## src/include/pmcr_defs.svh

```systemverilog
// offsets, field positions, reset values and timing counts for mode control
`ifndef PMCR_DEFS_SVH
`define PMCR_DEFS_SVH
`define PMCR_ADDR_CTRL      5'h00
`define PMCR_ADDR_PAGE      5'h1F
`define PMCR_ADDR_MAIN_LO   5'h10
`define PMCR_ADDR_MAIN_HI   5'h1E
`define PMCR_PAGE_MAIN      16'h0000
`define PMCR_BIT_SRST       15
`define PMCR_BIT_LOOP       14
`define PMCR_BIT_SPD_LSB    13
`define PMCR_BIT_ANEG_EN    12
`define PMCR_BIT_PDOWN      11
`define PMCR_BIT_ISOLATE    10
`define PMCR_BIT_ANEG_RST   9
`define PMCR_BIT_DUPLEX     8
`define PMCR_BIT_COLTEST    7
`define PMCR_BIT_SPD_MSB    6
`define PMCR_CTRL_RESET     16'h1040
`define PMCR_CTRL_WMASK     16'hFFC0
`define PMCR_PAGE_RESET     16'h0000
`define PMCR_SRST_TIME_NS   1000
`define PMCR_CLK_PERIOD_NS  100
`define PMCR_SRST_CYCLES    (`PMCR_SRST_TIME_NS / `PMCR_CLK_PERIOD_NS)
`endif

```

## src/include/pmcr_pkg.sv

```systemverilog
// types shared by the mode control register block
package pmcr_pkg;
   typedef enum logic [1:0] {
      PMCR_SPD_10,
      PMCR_SPD_100,
      PMCR_SPD_1000,
      PMCR_SPD_RSVD
   } pmcr_speed_type;

   // management access request as seen by the register bank
   typedef struct packed {
      logic        wr;
      logic        rd;
      logic [4:0]  addr;
      logic [15:0] wdata;
   } pmcr_req_type;

   // decoded mode towards the datapath
   typedef struct packed {
      pmcr_speed_type speed;
      logic           full_duplex;
      logic           aneg_en;
      logic           loopback;
      logic           power_down;
      logic           isolate;
      logic           col_test;
   } pmcr_mode_type;
endpackage : pmcr_pkg

```

## src/rtl/pmcr_srst_seq.sv

```systemverilog
// soft reset sequencer: holds the reset pulse for the settle time
`timescale 1ns/100ps
`include "pmcr_defs.svh"
module pmcr_srst_seq
   import pmcr_pkg::*;
(
   input  wire logic clk,
   input  wire logic rst,
   input  wire logic start,
   output logic      busy,
   output logic      done
);
   localparam int CNT_W = 8;
   localparam logic [CNT_W-1:0] LAST = CNT_W'(`PMCR_SRST_CYCLES - 1);

   typedef enum logic {PMCR_IDLE, PMCR_RUN} pmcr_sst_type;
   pmcr_sst_type     st_r, st_nxt;
   logic [CNT_W-1:0] cnt_r, cnt_nxt;

   // count out the settle time; busy drops after the last count
   always_comb
   begin
      st_nxt   = st_r;
      cnt_nxt  = cnt_r;
      case (st_r)
         PMCR_IDLE:
         begin
            if (start)
            begin
               st_nxt  = PMCR_RUN;
               cnt_nxt = '0;
            end
         end
         PMCR_RUN:
         begin
            if (cnt_r == LAST)
            begin
               st_nxt = PMCR_IDLE;
            end
            else
               cnt_nxt = cnt_r + CNT_W'(1);
         end
         default: st_nxt = PMCR_IDLE;
      endcase
   end

   always_ff @(posedge clk or posedge rst)
   begin
      if (rst)
      begin
         st_r  <= PMCR_IDLE;
         cnt_r <= '0;
      end
      else
      begin
         st_r  <= st_nxt;
         cnt_r <= cnt_nxt;
      end
   end

   assign busy = (st_r == PMCR_RUN);
   // done overlaps the last busy cycle, so defaults are back the moment
   // busy falls and the first access after that is never lost
   assign done = busy && (cnt_r == LAST);
endmodule : pmcr_srst_seq

```

## src/rtl/pmcr_regs.sv

```systemverilog
// mode control register, page gate and mode decode for the copper port
`timescale 1ns/100ps
`include "pmcr_defs.svh"
module pmcr_regs
   import pmcr_pkg::*;
(
   input  wire logic        CLOCK,
   input  wire logic        RST,
   input  wire logic        MGMT_WR,
   input  wire logic        MGMT_RD,
   input  wire logic [4:0]  MGMT_ADDR,
   input  wire logic [15:0] MGMT_WDATA,
   output logic      [15:0] MGMT_RDATA,
   output logic             MGMT_RVALID,
   output logic             MAIN_PAGE_SEL,
   output logic             MAIN_PAGE_WR,
   output logic             MAIN_PAGE_RD,
   input  wire logic [15:0] MAIN_PAGE_RDATA,
   output logic             SOFT_RESET,
   output logic             ANEG_RESTART,
   output logic [1:0]       LINK_SPEED,
   output logic             LINK_FULL_DUPLEX,
   output logic             ANEG_ENABLE,
   output logic             LOOPBACK_EN,
   output logic             COL_TEST_EN,
   output logic             POWER_DOWN,
   output logic             MAC_OUT_EN,
   output logic             MAC_IN_EN,
   output logic             MEDIA_EN
);
   pmcr_req_type  req;
   pmcr_mode_type mode_r, mode_nxt;
   logic [15:0]   ctrl_r, ctrl_nxt;
   logic [15:0]   page_r, page_nxt;
   logic [15:0]   rdata_r, rdata_nxt;
   logic          rvalid_r, rvalid_nxt;
   logic          aneg_rst_r, aneg_rst_nxt;
   logic          srst_busy, srst_done, srst_start;
   logic          main_hit;

   assign req = '{wr: MGMT_WR, rd: MGMT_RD, addr: MGMT_ADDR,
                  wdata: MGMT_WDATA};

   // page-dependent registers only decode while the page holds zero
   assign main_hit = (page_r == `PMCR_PAGE_MAIN) &&
                     (req.addr >= `PMCR_ADDR_MAIN_LO) &&
                     (req.addr <= `PMCR_ADDR_MAIN_HI);
   assign MAIN_PAGE_SEL = main_hit;
   assign MAIN_PAGE_WR  = main_hit && req.wr && !srst_busy;
   assign MAIN_PAGE_RD  = main_hit && req.rd && !srst_busy;

   // accesses during the settle time are dropped; host must wait anyway
   assign srst_start = req.wr && !srst_busy &&
                       (req.addr == `PMCR_ADDR_CTRL) &&
                       req.wdata[`PMCR_BIT_SRST];

   pmcr_srst_seq pmcr_srst_seq_inst (
      .clk   (CLOCK),
      .rst   (RST),
      .start (srst_start),
      .busy  (srst_busy),
      .done  (srst_done)
   );

   // register writes; soft reset completion restores all defaults
   always_comb
   begin
      ctrl_nxt     = ctrl_r;
      page_nxt     = page_r;
      aneg_rst_nxt = 1'b0;
      if (srst_done)
      begin
         ctrl_nxt = `PMCR_CTRL_RESET;
         page_nxt = `PMCR_PAGE_RESET;
      end
      else if (req.wr && !srst_busy)
      begin
         if (req.addr == `PMCR_ADDR_CTRL)
         begin
            // reserved low bits stay zero whatever is written
            ctrl_nxt = req.wdata & `PMCR_CTRL_WMASK;
            // restart is taken at once, so the bit never stays set
            aneg_rst_nxt = req.wdata[`PMCR_BIT_ANEG_RST];
            ctrl_nxt[`PMCR_BIT_ANEG_RST] = 1'b0;
         end
         else if (req.addr == `PMCR_ADDR_PAGE)
            page_nxt = req.wdata;
      end
      // bit 15 holds one until the sequence completes
      if (srst_busy && !srst_done)
         ctrl_nxt[`PMCR_BIT_SRST] = 1'b1;
   end

   // read data mux; unmapped or gated addresses read as zero
   always_comb
   begin
      rdata_nxt  = 16'h0000;
      rvalid_nxt = req.rd && !srst_busy;
      if (req.rd && !srst_busy)
      begin
         if (req.addr == `PMCR_ADDR_CTRL)
            rdata_nxt = ctrl_r;
         else if (req.addr == `PMCR_ADDR_PAGE)
            rdata_nxt = page_r;
         else if (main_hit)
            rdata_nxt = MAIN_PAGE_RDATA;
      end
   end

   // decode the control word into datapath modes
   always_comb
   begin
      mode_nxt.speed = pmcr_speed_type'({ctrl_r[`PMCR_BIT_SPD_MSB],
                                         ctrl_r[`PMCR_BIT_SPD_LSB]});
      mode_nxt.full_duplex = ctrl_r[`PMCR_BIT_DUPLEX];
      mode_nxt.aneg_en     = ctrl_r[`PMCR_BIT_ANEG_EN];
      mode_nxt.loopback    = ctrl_r[`PMCR_BIT_LOOP];
      mode_nxt.power_down  = ctrl_r[`PMCR_BIT_PDOWN];
      mode_nxt.isolate     = ctrl_r[`PMCR_BIT_ISOLATE];
      mode_nxt.col_test    = ctrl_r[`PMCR_BIT_COLTEST];
   end

   always_ff @(posedge CLOCK or posedge RST)
   begin
      if (RST)
      begin
         ctrl_r     <= `PMCR_CTRL_RESET;
         page_r     <= `PMCR_PAGE_RESET;
         rdata_r    <= 16'h0000;
         rvalid_r   <= 1'b0;
         aneg_rst_r <= 1'b0;
         mode_r     <= '{speed: PMCR_SPD_1000, full_duplex: 1'b0,
                         aneg_en: 1'b1, loopback: 1'b0,
                         power_down: 1'b0, isolate: 1'b0,
                         col_test: 1'b0};
      end
      else
      begin
         ctrl_r     <= ctrl_nxt;
         page_r     <= page_nxt;
         rdata_r    <= rdata_nxt;
         rvalid_r   <= rvalid_nxt;
         aneg_rst_r <= aneg_rst_nxt;
         mode_r     <= mode_nxt;
      end
   end

   assign MGMT_RDATA   = rdata_r;
   assign MGMT_RVALID  = rvalid_r;
   assign SOFT_RESET   = srst_busy;
   assign ANEG_RESTART = aneg_rst_r;
   // loopback keeps the selected speed and duplex, nothing is overridden
   assign LINK_SPEED       = mode_r.speed;
   assign LINK_FULL_DUPLEX = mode_r.full_duplex;
   assign ANEG_ENABLE      = mode_r.aneg_en;
   assign LOOPBACK_EN      = mode_r.loopback;
   assign COL_TEST_EN      = mode_r.col_test;
   assign POWER_DOWN       = mode_r.power_down;
   // power-down idles the MAC side as well; management is untouched
   assign MAC_OUT_EN = !mode_r.isolate && !mode_r.power_down;
   assign MAC_IN_EN  = !mode_r.isolate && !mode_r.power_down;
   assign MEDIA_EN   = !mode_r.power_down;

   // assertions
   chk_page_gate: assert property (@(posedge CLOCK) disable iff (RST)
      MAIN_PAGE_SEL |-> (page_r == 16'h0000))
      else $error("main page selected with nonzero page");
   chk_srst_clear: assert property (@(posedge CLOCK) disable iff (RST)
      srst_start |=> SOFT_RESET [*8] ##1 SOFT_RESET [*2] ##1 !SOFT_RESET)
      else $error("soft reset length wrong");
   chk_srst_dflt: assert property (@(posedge CLOCK) disable iff (RST)
      srst_done |=> (ctrl_r == 16'h1040))
      else $error("soft reset did not restore defaults");
   chk_srst_quiet: assert property (@(posedge CLOCK) disable iff (RST)
      SOFT_RESET |-> !MAIN_PAGE_WR && !MAIN_PAGE_RD)
      else $error("access passed during soft reset");
   chk_loop_track: assert property (@(posedge CLOCK) disable iff (RST)
      $rose(LOOPBACK_EN) |-> LINK_SPEED == {$past(ctrl_r[6]),
                                            $past(ctrl_r[13])})
      else $error("loopback speed not current setting");
   chk_speed_map: assert property (@(posedge CLOCK) disable iff (RST)
      ##1 LINK_SPEED == {$past(ctrl_r[6]), $past(ctrl_r[13])})
      else $error("speed decode wrong");
   // a fresh restart write may legally keep the pulse up one more cycle
   chk_aneg_pulse: assert property (@(posedge CLOCK) disable iff (RST)
      ANEG_RESTART && !(MGMT_WR && MGMT_ADDR == 5'h00 && MGMT_WDATA[9])
      |=> !ANEG_RESTART && !ctrl_r[9])
      else $error("restart not self clearing");
   chk_isolate_mac: assert property (@(posedge CLOCK)
      disable iff (RST) ctrl_r[10] |=> !MAC_OUT_EN && !MAC_IN_EN)
      else $error("mac side active in isolate");
   chk_coltest: assert property (@(posedge CLOCK) disable iff (RST)
      ##2 COL_TEST_EN == $past(ctrl_r[7], 1))
      else $error("collision test mismatch");
   chk_aneg_en: assert property (@(posedge CLOCK) disable iff (RST)
      ##1 ANEG_ENABLE == $past(ctrl_r[12]))
      else $error("autoneg enable mismatch");
   chk_pdown_mgmt: assert property (@(posedge CLOCK)
      disable iff (RST) POWER_DOWN && MGMT_RD && !SOFT_RESET |=> MGMT_RVALID)
      else $error("management dead in power-down");
   cov_srst: cover property (@(posedge CLOCK) disable iff (RST)
      srst_start ##[1:20] srst_done);
   cov_main_rd: cover property (@(posedge CLOCK) disable iff (RST)
      MAIN_PAGE_RD);
   cov_loop_gig: cover property (@(posedge CLOCK) disable iff (RST)
      LOOPBACK_EN && LINK_SPEED == 2'b10);
   cov_restart: cover property (@(posedge CLOCK) disable iff (RST)
      ANEG_RESTART);
endmodule : pmcr_regs

```

## config.mk

```make
export PLATFORM = sky130hd
export DESIGN_NAME = pmcr_regs
export DESIGN_NICKNAME = d
export VERILOG_FILES = /design/src/include/pmcr_pkg.sv /design/src/rtl/pmcr_srst_seq.sv /design/src/rtl/pmcr_regs.sv
export VERILOG_INCLUDE_DIRS = /design/src /design/src/include
export SDC_FILE = /design/constraint.sdc
export NUM_CORES = 1
export LEC_CHECK = 0
export BUFFER_PORTS_ARGS = -buffer_cell sky130_fd_sc_hd__buf_2
export CELL_PAD_IN_SITES_DETAIL_PLACEMENT = 0
export CELL_PAD_IN_SITES_GLOBAL_PLACEMENT = 1
export CORE_MARGIN = 8
export CORE_UTILIZATION = 30
export DETAILED_ROUTE_END_ITERATION = 10
export MAX_ROUTING_LAYER = met4
export PLACE_DENSITY_LB_ADDON = 0.1
export SLEW_MARGIN = 20
export SYNTH_ARGS = -nofsm -noshare
export SYNTH_HDL_FRONTEND = slang
export SYNTH_HIERARCHICAL = 1
export SYNTH_SLANG_ARGS = --single-unit
export TNS_END_PERCENT = 50
```

## constraint.sdc

```tcl
create_clock -name CLOCK -period 2.35 [get_ports CLOCK]
set_clock_uncertainty 0.05 [all_clocks]
set_input_delay 0.705 -clock CLOCK [delete_from_list [all_inputs] [get_ports CLOCK]]
set_output_delay 0.705 -clock CLOCK [all_outputs]
set_load 0.05 [all_outputs]
```

; Yosys cells after proc, flatten, opt, wreduce, memory -nomap -nowiden
; Index checks and enable logic that the tools add are counted.
[totals]
ff_bits = 67
latchBits = 0
ram_bits = 0
rom_bits = 0
input_bits = 41
output_inout_bits = 32
wordCells = 73
mem_count = 0
[op_classes]
add_sub_neg = 1
mul = 0
n_div = 0
magnitude_cmp = 2
n_eq_ne = 5
shift = 0
n_mux = 21
n_bitwise = 1
reduce_logical = 28
[ops]
columns = operator, n
row1 = $mux 16, 11
row2 = $logic_not 16->1, 1
row3 = $mux 8, 2
row4 = $pmux 8 s2, 1
row5 = $logic_and 1x1->1, 13
row6 = $add 8x1->8 const B, 1
row7 = $eq 8x4->1 const B, 1
row8 = $mux 1, 6
row9 = $reduce_and 2->1, 3
row10 = $reduce_bool 2->1, 3
row11 = $reduce_bool 3->1, 2
row12 = $eq 5x5->1 const B, 1
row13 = $ge 5x5->1 const B, 1
row14 = $le 5x5->1 const B, 1
row15 = $logic_not 5->1, 1
row16 = $logic_not 1->1, 4
row17 = $ne 2x2->1 const B, 2
row18 = $reduce_and 3->1, 1
row19 = $ne 2x1->1 const B, 1
row20 = $pmux 1 s2, 1
row21 = $not 1->1, 1

; Logic depth before layout (Yosys ltp)
[depth]
ltp_word = 7
mapped_depth = 7
mapped_depth_nobuf = 7

; Hierarchy
; Netlist, hierarchy kept.
[by_module_without_submodules]
columns = module, instances, cells_per_inst, area_each_um2, seq_area_each_um2
row1 = pmcr_regs, 1, 220, 2199.6, 1281.2
row2 = pmcr_srst_seq, 1, 49, 511.7, 225.2

; Worst setup path after synthesis
; Ideal clock, no wire load.
[synth_path]
path_type = input port to output port
startpoint = input MGMT_ADDR[2]
endpoint = output MAIN_PAGE_RD
t_arrival_ns = 2.096
required_ns = 1.595
path_slack_ns = -0.501
stages = 4
n_path_buf = 0
cell_sequence = and3_1 -> nand3_1 -> and3_1 -> and2_1
[synth_between]
elab_chain_len = 5
elab_cells_between_ends = 6
cone_classes = order compare (2) / reduce/logical (4)
[synth_rtl]
columns = item, line_no
row1 = from (decl), pmcr_regs.sv:11  ; input wire logic [4:0] MGMT_ADDR,
row2 = $ge 5x5->1 (no line), n/a
row3 = $logic_and 1x1->1, pmcr_regs.sv:45  ; assign main_hit = (page_r == `PMCR_PAGE_MAIN) &&
row4 = $logic_and 1x1->1 (*), pmcr_regs.sv:45
row5 = named net MAIN_PAGE_SEL, pmcr_regs.sv:15  ; output logic MAIN_PAGE_SEL,
row6 = $logic_and 1x1->1 (*) (2 in a row), pmcr_regs.sv:50  ; assign MAIN_PAGE_RD = main_hit && req.rd && !srst_busy;
row7 = to (decl), pmcr_regs.sv:17  ; output logic MAIN_PAGE_RD,
; Mark *: on every way through the listed nets, which the timed path passes. The rest lies on a longest branch.

; Final worst setup path
[layout_path]
startpoint = register page_r[7]
endpoint = output MAIN_PAGE_WR
[layout_between]
elab_chain_len = 5
[layout_rtl]
columns = item, line_no
row1 = from (decl), pmcr_regs.sv:34  ; logic [15:0] page_r, page_nxt;
row2 = from (signal assigned), pmcr_regs.sv:128  ; page_r <= `PMCR_PAGE_RESET;
row3 = from (signal assigned), pmcr_regs.sv:140  ; page_r <= page_nxt;
row4 = $logic_not 16->1 (no line), n/a
row5 = $logic_and 1x1->1 (2 in a row), pmcr_regs.sv:45
row6 = $logic_and 1x1->1 (2 in a row), pmcr_regs.sv:49  ; assign MAIN_PAGE_WR = main_hit && req.wr && !srst_busy;
row7 = to (decl), pmcr_regs.sv:16  ; output logic MAIN_PAGE_WR,
; Every way passes these cells.

==> results.json <==
{
  "status": "finished, violations left",
  "violations": "negative setup slack",
  "synth_seq_cells": 60,
  "num_rows": 34,
  "async_flop_share_pct": 100,
  "clkPwrFrac_pct": 27.9,
  "routedWlPerCell_um": 17.0,
  "syn_nets": 312,
  "setup_ws_ns": -0.277,
  "antenna_cells": 0,
  "wirelength_um": 8110,
  "fin_cells": 478,
  "die_width_um": 111,
  "p_switching_mw": 1.46,
  "cts_buffers": 9,
  "first_pass_iters": 4,
  "io_pins": 73,
  "ir_worst_vdd_v": 0.000355,
  "grt_overflow": 0,
  "power.leakage_nw": 1.79,
  "cp.arrival_ns": 1.87,
  "antenna_left": 0,
  "share_seq_of_total_power_pct": 39.0,
  "holdCritPathClass": "primary input to async pin",
  "pwr_density_cell_nw_per_um2": 1080,
  "grt_pass1_vias": 2488,
  "synth-warning-count": 6,
  "comb_power_share_pct": 33.2,
  "postSynthCellCount": 269,
  "seq_area_frac_synth_pct": 55.6,
  "min_period_over_period_pct": 112,
  "synth_edf_count": 0,
  "path_class": "flop to primary output",
  "startpoint_type": "flop",
  "drc": 0,
  "max_freq_ghz": 0.381,
  "rsz0062_at_grt": "true",
  "timing.hold.ws_ns": 0.184,
  "post-route-cell-area_um2": 3710,
  "gp_congestion": 0.777,
  "grt_pass1_wl_um": 13500,
  "mostFrequentLayoutCells": "buf_2, dfrtp_1, a21oi_1",
  "place_ws_ns": -0.161,
  "cts_sinks": 60,
  "clk_pin_slew_ns": 0.07,
  "worstPathRequired_ns": 1.59,
  "clk_latency_ns": 0.34,
  "ys.flop_type": "dfrtp_1",
  "max_cap_violations": 0,
  "p_sw_share_pct": 36.4,
  "syn_area_um2": 2710,
  "grt_max_degree": 51,
  "core_area_um2": 8760,
  "grtUsageTotal_pct": 14.1,
  "end_kind": "primary output",
  "die_y_um": 111,
  "slowest_stage": "dfrtp_1",
  "initial_utilization_pct": 30.9,
  "drtIter0Drc": 102,
  "fin_crit_ns": 2.63,
  "drv_slew": 0,
  "viasPerCell": 4.87,
  "worst_pin_slew_ns": 0.383,
  "cts_root_buffer": "clkbuf_8",
  "hold_viol_final": 0,
  "h-tree-depth": 3,
  "vias": 2328,
  "syn_to_final_growth_pct": 37.0,
  "setup_viol": 3,
  "placed_cells": 462,
  "final_common_cell": "buf_2",
  "crit_fanout": 3,
  "dp_hpwl_um": 5840,
  "cts_tree": "done",
  "cts_buffer_depth": 2,
  "drive_gt1_share_pct": 38.1,
  "yosysUniqueCellTypes": 41,
  "relSlewSlack_pct": 74.4,
  "max_stage_delay_ns": 0.41,
  "cp_cell_sequence": "nor4_4 -> buf_4 -> and4_1 -> and3_4 -> and2_4 -> buf_8",
  "place_area_um2": 3450,
  "fillCellCount": 888,
  "die_area_um2": 12300,
  "avgSynthCellArea_um2": 10.1,
  "p_int_mw": 2.55,
  "final_util_pct": 42.4,
  "antenna_found_initial": 0,
  "fin_nets": 408,
  "port_buffers": 72
}
==> routing by layer <==
| layer | vias to the layer above | track usage, % | routed length, um |
|---|---|---|---|
| li1 | 1147 | - | - |
| met1 | 1118 | 18.7 | 4130 |
| met2 | 57 | 20.1 | 3530 |
| met3 | 6 | 4.11 | 358 |
| met4 | 0 | 4.53 | 84 |
| met5 | - | - | 0 |
==> final timing paths <==
check	from	endpoint	slack [ns]	cells past startpoint
max reg2reg	pmcr_srst_seq_inst/busy	pmcr_srst_seq_inst/cnt_r[0]	0.56	9
min in group CLOCK	ctrl_r[12]	ANEG_ENABLE	0.33	0
max in group asynchronous	RST	ctrl_r[12]	1.56	3
min reg2reg	ctrl_r[12]	ANEG_ENABLE	0.33	0
max	page_r[7]	MAIN_PAGE_WR	-0.28	6
min	RST	page_r[3]	0.18	2
==> flip-flops by register name (all words and copies together), names as in the netlist <==
name                      flops
ANEG_ENABLE                   1
ANEG_RESTART                  1
COL_TEST_EN                   1
LINK_FULL_DUPLEX              1
LINK_SPEED                    2
LOOPBACK_EN                   1
MGMT_RDATA                   16
MGMT_RVALID                   1
POWER_DOWN                    1
ctrl_r                        9
mode_r                        1
page_r                       16
pmcr_srst_seq_inst/busy       1
pmcr_srst_seq_inst/cnt_r      8
==> cells in the mapped netlist (3+ instances only) <==
library cell / number / area [um2]
mux2i_1: 6 / 60.1
nand3_1: 21 / 105
buf_2: 5 / 25.0
o21ai_0: 11 / 55.1
nor2_1: 9 / 33.8
clkbuf_1: 10 / 37.5
nor2b_1: 5 / 31.3
a211o_1: 4 / 35.0
and3_1: 8 / 50.1
a21oi_1: 43 / 215
buf_4: 3 / 22.5
dfrtp_1: 56 / 1400
nand2_1: 27 / 101
inv_1: 4 / 15.0
nor4_1: 3 / 18.8
nand4_1: 17 / 106
dfstp_2: 4 / 105
nand2b_1: 3 / 18.8
==> kinds of logic after synthesis <==
kind of cell / after synthesis / share of synthesized area (%)
flip-flops: 60 / 55.6
adder cells (fa/ha/maj): 2 / 0.923
XOR/XNOR: 3 / 0.969
multiplexers: 6 / 2.22
AO/OA/AOI/OAI: 65 / 13.4
AND/OR/NAND/NOR: 107 / 22.3
buffers and inverters: 26 / 4.57
==> cell type report <==
| cell class | instances | area (um2) | area share (%) |
|---|---|---|---|
| clock buffer | 11 | 131 | 3.54 |
| clock inverter | 5 | 100 | 2.69 |
| inverter | 5 | 18.8 | 0.505 |
| multi-input combinational | 183 | 1120 | 30.3 |
| sequential | 60 | 1510 | 40.6 |
| tap | 108 | 135 | 3.64 |
| timing repair buffer | 106 | 698 | 18.8 |
==> worst max-delay path: cells and delay by family (launching register included) <==
family        cells  cell delay, ns
buf+inv           2            0.28
flops             1            0.41
simple gates      4            0.84
==> power groups by stage <==
stage | combinational [mW] | sequential [mW] | clock (mW)
floorplan | 0.709 | 1.70 | 0
global placement | 1.31 | 1.57 | 0
detailed placement | 1.33 | 1.57 | 0
CTS | 1.35 | 1.56 | 1.14
global route | 1.46 | 1.60 | 1.19
finish | 1.33 | 1.56 | 1.12
==> stage by stage <==
stage          total power, mW  setup TNS [ns]
2_1_floorplan             2.41         -0.0695
3_3_place_gp              2.88          -0.741
3_5_place_dp              2.90          -0.884
4_1_cts                   4.06          -0.919
5_1_grt                   4.25           -1.07
6_report                  4.01          -0.815
==> repair_timing <==
item,4_1_cts,5_1_grt
resized for setup,8,0
hold buffers,0,0
hold endpoints to repair,0,0
setup endpoints to repair,3,3
pin swaps,3,0
buffers inserted,0,0
Power figures use the tool's default switching activity.
